==> src/shared/ocpw_consts.svh <==
// Register offsets, field positions, reset values and special compare
// values of the output compare pair.
// Assumes a 16-bit timer count and an 8-bit APB byte address.
`ifndef OCPW_CONSTS_SVH
`define OCPW_CONSTS_SVH

// ****************************************************************
// Register byte offsets
// ****************************************************************
`define OCPW_CTRL_OFS 8'h00
`define OCPW_STAT_OFS 8'h04
`define OCPW_CMP0_OFS 8'h08
`define OCPW_CMP1_OFS 8'h0C

// ****************************************************************
// Control register fields
// ****************************************************************
`define OCPW_RUN0_BIT 0
`define OCPW_RUN1_BIT 1
`define OCPW_CHANGE_MODE_SELECT_BIT 2
`define OCPW_MODE_LSB 4
`define OCPW_BUFEN0_BIT 8
`define OCPW_BUFEN1_BIT 9
`define OCPW_XPEAK0_BIT 10
`define OCPW_XPEAK1_BIT 11
`define OCPW_CTRL_MASK 32'h00000F37
`define OCPW_CTRL_RST 32'h00000000

// ****************************************************************
// Status register fields
// ****************************************************************
`define OCPW_FLAG0_BIT 0
`define OCPW_FLAG1_BIT 1
`define OCPW_OUT0_BIT 4
`define OCPW_OUT1_BIT 5

// ****************************************************************
// Compare values
// ****************************************************************
`define OCPW_CMP_RST 16'h0000
`define OCPW_CMP_ZERO 16'h0000
`define OCPW_CMP_FULL 16'hFFFF
`define OCPW_PAIR_2CHG 2'h0

`endif

==> src/shared/ocpw_pkg.sv <==
// Types shared by the output compare pair.
// Assumes nothing of its surroundings.
`default_nettype none

package ocpw_pkg;

	// ****************************************************************
	// Channel operating modes
	// ****************************************************************
	typedef enum logic [4:0] {
		OCPW_UP1 = 5'h01,
		OCPW_UP2 = 5'h02,
		OCPW_UDH = 5'h04,
		OCPW_UDL = 5'h08,
		OCPW_BAD = 5'h10
	} ocpw_mode_t;

endpackage : ocpw_pkg

`default_nettype wire

==> src/rtl/ocpw_top.sv <==
// Output compare pair: two compare channels driving two output levels,
// with an APB register slave.
// Assumes the free-running timer shares pclk and gives count, peak,
// direction and a one-cycle tick for each new count value.
//
// Contract
// - Up 1-change: match 0 toggles output 0.
// - Up 1-change: match 1 toggles output 1.
// - Up modes: compare above peak never matches.
// - Up 2-change: either match toggles output 1.
// - Only channel 1 offers 2-change mode.
// - Matches set their match flags, except up/down matches at zero or at peak.
// - Zero transfer loads buffer at count zero.
// - Peak transfer loads at peak, compares same cycle.
// - Active-high: up match high, down low.
// - Active-high: zero holds high, full holds low.
// - Active-low: levels inverted from active-high.
// - Channel 1 up/down behaves like channel 0.
// - Up/down: loading zero forces active immediately.
// - Up/down: compare at/above peak, except full, changes nothing.
// - Up/down: match at peak changes nothing.
// - Mode decoded from timer, change and pair bits.
// - Outputs change only while channel runs.
//
// Chosen here: register access over APB and the register addresses.
`timescale 1ns/10ps
`default_nettype none
`include "ocpw_consts.svh"

module ocpw_top (
	input wire logic pclk,
	input wire logic presetn,
	input wire logic psel,
	input wire logic penable,
	input wire logic pwrite,
	input wire logic [7:0] paddr,
	input wire logic [31:0] pwdata,
	output logic [31:0] prdata,
	output logic pready,
	output logic pslverr,
	input wire logic [15:0] timer_count,
	input wire logic [15:0] cycle_peak_value,
	input wire logic timer_down,
	input wire logic timer_tick,
	input wire logic timer_mode_0,
	input wire logic timer_mode_1,
	output logic compare_out_0,
	output logic compare_out_1,
	output logic match_flag_0,
	output logic match_flag_1
);

	// ****************************************************************
	// Mode decoding
	// ****************************************************************
	// Unlisted combinations decode to a mode that freezes the output.
	function automatic ocpw_pkg::ocpw_mode_t mode_dec(
		input logic ch1,
		input logic tmode,
		input logic change_mode_select,
		input logic [1:0] pair);
		logic sel;
		sel = ch1 ? pair[1] : pair[0];
		if (!tmode)
		begin
			if (ch1 && change_mode_select)
				return (pair == `OCPW_PAIR_2CHG) ? ocpw_pkg::OCPW_UP2
					: ocpw_pkg::OCPW_BAD;
			return ocpw_pkg::OCPW_UP1;
		end
		if (!sel)
			return ocpw_pkg::OCPW_BAD;
		return change_mode_select ? ocpw_pkg::OCPW_UDL : ocpw_pkg::OCPW_UDH;
	endfunction : mode_dec

	// ****************************************************************
	// State
	// ****************************************************************
	logic [31:0] ctrl_r, ctrl_nxt;
	logic [15:0] cmp_r [2];
	logic [15:0] cmp_nxt [2];
	logic [15:0] buf_r [2];
	logic [15:0] buf_nxt [2];
	logic [15:0] eff [2];
	logic [1:0] out_r, out_nxt;
	logic [1:0] flag_r, flag_nxt;
	logic [31:0] prdata_r, prdata_nxt;
	logic pslverr_r, pslverr_nxt;
	logic [1:0] run, bufen, xpeak, hit, xfer, wr_cmp, set, clr;
	ocpw_pkg::ocpw_mode_t mode [2];
	logic wr, setup, change_mode_select, act;
	logic [1:0] pair;

	assign change_mode_select = ctrl_r[`OCPW_CHANGE_MODE_SELECT_BIT];
	assign pair = ctrl_r[`OCPW_MODE_LSB+1:`OCPW_MODE_LSB];
	assign run = {ctrl_r[`OCPW_RUN1_BIT], ctrl_r[`OCPW_RUN0_BIT]};
	assign bufen = {ctrl_r[`OCPW_BUFEN1_BIT], ctrl_r[`OCPW_BUFEN0_BIT]};
	assign xpeak = {ctrl_r[`OCPW_XPEAK1_BIT], ctrl_r[`OCPW_XPEAK0_BIT]};
	assign mode[0] = mode_dec(1'b0, timer_mode_0, change_mode_select, pair);
	assign mode[1] = mode_dec(1'b1, timer_mode_1, change_mode_select, pair);
	assign wr = psel && penable && pwrite;
	assign setup = psel && !penable;
	assign wr_cmp[0] = wr && (paddr == `OCPW_CMP0_OFS);
	assign wr_cmp[1] = wr && (paddr == `OCPW_CMP1_OFS);

	// ****************************************************************
	// Next-state logic
	// ****************************************************************
	always_comb
	begin
		ctrl_nxt = ctrl_r;
		out_nxt = out_r;
		flag_nxt = flag_r;
		prdata_nxt = prdata_r;
		pslverr_nxt = pslverr_r;
		hit = 2'b00;
		xfer = 2'b00;
		set = 2'b00;
		clr = 2'b00;
		act = 1'b0;
		for (int i = 0; i < 2; i++)
		begin
			// The new value is compared in the transfer cycle itself.
			xfer[i] = timer_tick && bufen[i] && (xpeak[i]
				? (timer_count == cycle_peak_value)
				: (timer_count == `OCPW_CMP_ZERO));
			eff[i] = xfer[i] ? buf_r[i] : cmp_r[i];
			// A count never exceeds the peak, but a bad peak must not
			// let a large compare value through.
			hit[i] = timer_tick && (timer_count == eff[i])
				&& (eff[i] <= cycle_peak_value);
			cmp_nxt[i] = xfer[i] ? buf_r[i] : cmp_r[i];
			buf_nxt[i] = buf_r[i];
			if (wr_cmp[i] && bufen[i])
				buf_nxt[i] = pwdata[15:0];
			else if (wr_cmp[i])
				cmp_nxt[i] = pwdata[15:0];
		end
		for (int i = 0; i < 2; i++)
		begin
			act = (mode[i] == ocpw_pkg::OCPW_UDH);
			if (run[i])
			begin
				unique case (mode[i])
					ocpw_pkg::OCPW_UP1:
					begin
						out_nxt[i] = out_r[i] ^ hit[i];
						set[i] = hit[i];
					end
					ocpw_pkg::OCPW_UP2:
					begin
						out_nxt[i] = out_r[i] ^ (hit[0] || hit[1]);
						set[i] = hit[i];
					end
					ocpw_pkg::OCPW_UDH, ocpw_pkg::OCPW_UDL:
					begin
						// Leaving the all-active value drops the output to
						// inactive at once, not at the next match.
						if (cmp_r[i] == `OCPW_CMP_ZERO
							&& cmp_nxt[i] != `OCPW_CMP_ZERO)
							out_nxt[i] = !act;
						else if (eff[i] == `OCPW_CMP_ZERO)
							out_nxt[i] = act;
						else if (eff[i] == `OCPW_CMP_FULL)
							out_nxt[i] = !act;
						else if (hit[i] && (eff[i] < cycle_peak_value)
							&& (timer_count != cycle_peak_value))
						begin
							out_nxt[i] = timer_down ? !act : act;
							set[i] = 1'b1;
						end
					end
					ocpw_pkg::OCPW_BAD:
						out_nxt[i] = out_r[i];
				endcase
			end
		end
		if (wr && (paddr == `OCPW_CTRL_OFS))
			ctrl_nxt = pwdata & `OCPW_CTRL_MASK;
		if (wr && (paddr == `OCPW_STAT_OFS))
			clr = {pwdata[`OCPW_FLAG1_BIT], pwdata[`OCPW_FLAG0_BIT]};
		// A match in the clearing cycle survives the clear.
		flag_nxt = (flag_r & ~clr) | set;
		if (setup)
		begin
			prdata_nxt = 32'h00000000;
			pslverr_nxt = 1'b0;
			unique case (paddr)
				`OCPW_CTRL_OFS: prdata_nxt = ctrl_r;
				`OCPW_STAT_OFS:
				begin
					prdata_nxt[`OCPW_FLAG0_BIT] = flag_r[0];
					prdata_nxt[`OCPW_FLAG1_BIT] = flag_r[1];
					prdata_nxt[`OCPW_OUT0_BIT] = out_r[0];
					prdata_nxt[`OCPW_OUT1_BIT] = out_r[1];
				end
				`OCPW_CMP0_OFS: prdata_nxt[15:0] = cmp_r[0];
				`OCPW_CMP1_OFS: prdata_nxt[15:0] = cmp_r[1];
				default: pslverr_nxt = 1'b1;
			endcase
		end
	end

	// ****************************************************************
	// Registers
	// ****************************************************************
	always_ff @(posedge pclk or negedge presetn)
	begin
		if (!presetn)
		begin
			ctrl_r <= `OCPW_CTRL_RST;
			cmp_r[0] <= `OCPW_CMP_RST;
			cmp_r[1] <= `OCPW_CMP_RST;
			buf_r[0] <= `OCPW_CMP_RST;
			buf_r[1] <= `OCPW_CMP_RST;
			out_r <= 2'h0;
			flag_r <= 2'h0;
			prdata_r <= 32'h00000000;
			pslverr_r <= 1'b0;
		end
		else
		begin
			ctrl_r <= ctrl_nxt;
			cmp_r[0] <= cmp_nxt[0];
			cmp_r[1] <= cmp_nxt[1];
			buf_r[0] <= buf_nxt[0];
			buf_r[1] <= buf_nxt[1];
			out_r <= out_nxt;
			flag_r <= flag_nxt;
			prdata_r <= prdata_nxt;
			pslverr_r <= pslverr_nxt;
		end
	end

	// Zero wait states: read data is latched in the setup cycle.
	assign pready = 1'b1;
	assign prdata = prdata_r;
	assign pslverr = pslverr_r;
	assign compare_out_0 = out_r[0];
	assign compare_out_1 = out_r[1];
	assign match_flag_0 = flag_r[0];
	assign match_flag_1 = flag_r[1];
endmodule : ocpw_top

`default_nettype wire

==> config.mk <==
export PLATFORM = sky130hd
export DESIGN_NAME = ocpw_top
export DESIGN_NICKNAME = d
export VERILOG_FILES = /design/src/shared/ocpw_pkg.sv /design/src/rtl/ocpw_top.sv
export VERILOG_INCLUDE_DIRS = /design/src /design/src/shared
export SDC_FILE = /design/constraint.sdc
export NUM_CORES = 1
export LEC_CHECK = 0
export BUFFER_PORTS_ARGS = -buffer_cell sky130_fd_sc_hd__buf_4
export CAP_MARGIN = 40
export CORE_MARGIN = 2
export CORE_UTILIZATION = 33
export DETAILED_ROUTE_END_ITERATION = 8
export PLACE_DENSITY = 0.51
export SYNTH_ARGS = -nofsm -noshare
export SYNTH_HDL_FRONTEND = slang
export SYNTH_SLANG_ARGS = --single-unit
==> constraint.sdc <==
create_clock -name pclk -period 8.8 [get_ports pclk]
set_input_delay 0.44 -clock pclk [delete_from_list [all_inputs] [get_ports pclk]]
set_output_delay 0.44 -clock pclk [all_outputs]
set_load 0.1 [all_outputs]
==> out/qor.txt <==
vias in the first global route = 6430
Post-CTS Hold Buffers = 0
CP dominant cell by count = buf_4
CP Capture Point = out_r[1]$_DFFE_PN0P_
Cell Area, Synth = 7520 µm²
status = complete, no violations
CTS H-tree depth = 3
r2r setup slk = 4.00 ns
Int Pwr = 0.770 mW
Rows = 55
Sw Ratio = 28.3%
final period utilization = 60.6%
fin worst setup slack = 3.47 ns
largest net degree at the start of global routing = 57
number of synthesized flops with an enable pin = 0
most frequent cells in the layout = 97 x buf_4, 93 x dfrtp_1, 77 x nor2_1, 77 x nand2_1, 51 x inv_1
DR DRC count = 0
Setup Total Neg Slack = 0 ns
Slew HR = 38.2%
first-pass GRT wire length = 40500 µm
vias = 6969
Clk pwr share = 42.1%
CP required = 9.04 ns
RePlAce Congestion = 0.894
Initial Util = 33.4%
Worst VDD drop = 0.0000859 V
top_reg_cell synth = dfrtp_1
Setup Fix Bufs, Post-CTS = 0
async set or reset register ratio after synthesis = 100%
worst setup path category = input port to flip-flop
Clock Tree Buf Depth = 2
drt total wl = 26900 µm
Worst path max stage delay = 0.80 ns
power density cells = 124 nW/µm²
Max-Cap Viols = 0
clock skew = 0.00971 ns
fin cells = 1212
grt ovf = 0
Worst Path Arrival = 5.57 ns
CP max FO = 56
TritonCTS buffer count = 9
Avg Cell Area, Syn = 8.71 µm²
TritonCTS clock tree = done
Synth area leader = dfrtp_1
Die W = 155 µm
share of cells above drive strength 1 = 20.0%
critical-path cell list = buf_4 -> xnor2_1 -> nand4_1 -> nor4_4 -> buf_4 -> a21oi_2 -> nor2_1 -> mux2i_1 -> inv_1 -> ha_1 -> a21oi_1 -> nor2b_1 -> o21ai_0 -> nand2b_1 -> a221oi_1 -> o211ai_1 -> a21boi_0 -> o32ai_1 -> a22oi_1 -> o2bb2ai_1
initial antenna violation count = 0
Max Fclk = 188 MHz
core area = 22500 µm²
Root Buffer = clkbuf_16
area share of the largest cell type after synthesis = 31.3%
Post-Place Setup Slack = 3.32 ns
antenna viol nets, final = 0
Reg power frac = 41.1%
Hold Vio Cnt, Final = 0
Die H = 155 µm
register area share after synthesis = 31.3%
P_sw = 0.304 mW
clk_lat worst skew = 0.36 ns
Combinational Power Share = 16.7%
placed insts = 1195
Max Slew Vio Count = 0
critical path launch point = timer_count[3]
CP Capture Type = flip-flop
PostCTS Resize Cnt = 0
largest cells by area after synthesis = dfrtp_1 31%, mux2_2 7.0%, ha_1 5.3%
num ports = 119
Tmin final = 5.33 ns
detailed-route wire length per cell = 22.2 µm
Mapped Cells = 863
Worst Tran Pin Value = 0.919 ns
DR pass1 iterations = 5
Layout area overhead = 15.3%
gr usage total = 22.5%
R2R depth = 14
P_leak = 3.61 nW
reg2reg end = out_r[1]$_DFFE_PN0P_
#FFs+latches synth = 94
Reg-to-Reg Start = ctrl_r[10]$_DFFE_PN0P_
startpoint types = input port
endpoints failing setup = 0
highest-delay cell along the critical path = a21boi_0
Netlist cell types = 72
nets = 1034
detailed-placement wirelength estimate = 20100 µm
port bufs = 85
Sequential cell area = 2350 µm²
type of the most critical hold path = input port to asynchronous set/reset pin
multi-input logic area = 4670 µm²
fillcell total = 2337
Final Total Pwr = 1.07 mW
clk sink count = 94
Vias/cell = 5.75
RSZ-0062 raised after global routing = no
commonest non-fill, non-tap cell in the layout = buf_4
Worst-path clk slew = 0.07 ns
Yosys warning total = 0
hold slack = 0.0406 ns
Die ar. = 24000 µm²
initial drt markers = 509
registers in the layout, indices dropped and copies added (netlist names):
signal,cells
buf_r,32
cmp_r,32
ctrl_r,9
flag_r,2
out_r,2
prdata,16
pslverr,1
per-stage QoR:
| step | utilization, % | instance area (µm²) |
|---|---|---|
| CTS | 38.5 | 8660 |
| detailed placement | 37.0 | 8330 |
| global route | 38.5 | 8660 |
| floorplan | - | 7570 |
| global placement | 36.9 | 8300 |
| finish | 38.5 | 8670 |
Yosys cell counts, types with 4 or more instances:
master and number:
inv_1 51, nand3_1 28, mux2i_1 14, a32o_1 4, nand4_1 36, nor4_2 4, and3_1 9, o211a_1 10
nor3_1 12, a21oi_1 32, xor2_1 10, a21o_1 8, a32oi_1 10, nand2b_1 6, xnor2_1 37, o21a_1 6
nand2_1 77, o22ai_1 5, mux2_2 47, a221oi_1 12, a22oi_1 6, and2_1 5, o211ai_1 11, nor4b_1 4
buf_6 5, nor2b_1 5, nor3b_1 26, ha_1 32, a211oi_1 4, mux4_2 4, a22o_1 6, nor4_1 26
clkbuf_1 27, buf_2 7, nor2_1 77, dfrtp_1 94, buf_4 20, buf_1 7, o21ai_0 29
cells by family after synthesis:
family          share of synthesized area, %
buf+inv                                 7.51
xor+xnor                                5.48
fa+ha+maj                               5.33
simple gates                            24.3
flops                                   31.3
compound gates                          15.7
other cells                           0.0999
mux                                     10.3
routing by layer:
layer  share of wire (%)  track usage (%)
met1                  46             32.8
met3                 5.9             1.70
met2                  46             35.7
met4                 1.5             6.48
met5                   0                0
power by group through the flow:
stage | clock network (mW) | logic [mW] | registers, mW
final | 0.452 | 0.180 | 0.442
after global routing | 0.475 | 0.192 | 0.442
after CTS | 0.460 | 0.180 | 0.441
after detailed placement | 0 | 0.179 | 0.450
after global placement | 0 | 0.179 | 0.450
after floorplan | 0 | 0.101 | 0.459
worst min-delay path by stage:
stage	startpoint	end	slack, ns	cells past startpoint
6_report	presetn	prdata[14]$_DFFE_PN0P_	0.04	1
4_1_cts	presetn	prdata[14]$_DFFE_PN0P_	0.07	1
2_1_floorplan	presetn	buf_r[0]$_DFFE_PN0P_	0.14	0
3_5_place_dp	presetn	prdata[15]$_DFFE_PN0P_	0.45	1
3_3_place_gp	presetn	prdata[15]$_DFFE_PN0P_	0.46	1
5_1_grt	presetn	prdata[14]$_DFFE_PN0P_	0.10	1
area by class of cell:
cell class                 instances  area share, %
tap                              285           4.11
antenna                            1         0.0289
multi-input combinational        666           53.9
inverter                          52           2.25
sequential                        94           27.2
clock inverter                     4           1.10
timing repair buffer              98           8.72
clock buffer                      12           2.73
critical path: cells and delay by family:
family / cells / cell delay [ns]
adder cells (fa/ha/maj): 1 / 0.35
XOR/XNOR: 1 / 0.16
buffers and inverters: 3 / 0.98
AND/OR/NAND/NOR: 5 / 0.96
multiplexers: 1 / 0.48
AO/OA/AOI/OAI: 9 / 2.17
Note: power is estimated with default switching activity, not from simulation.
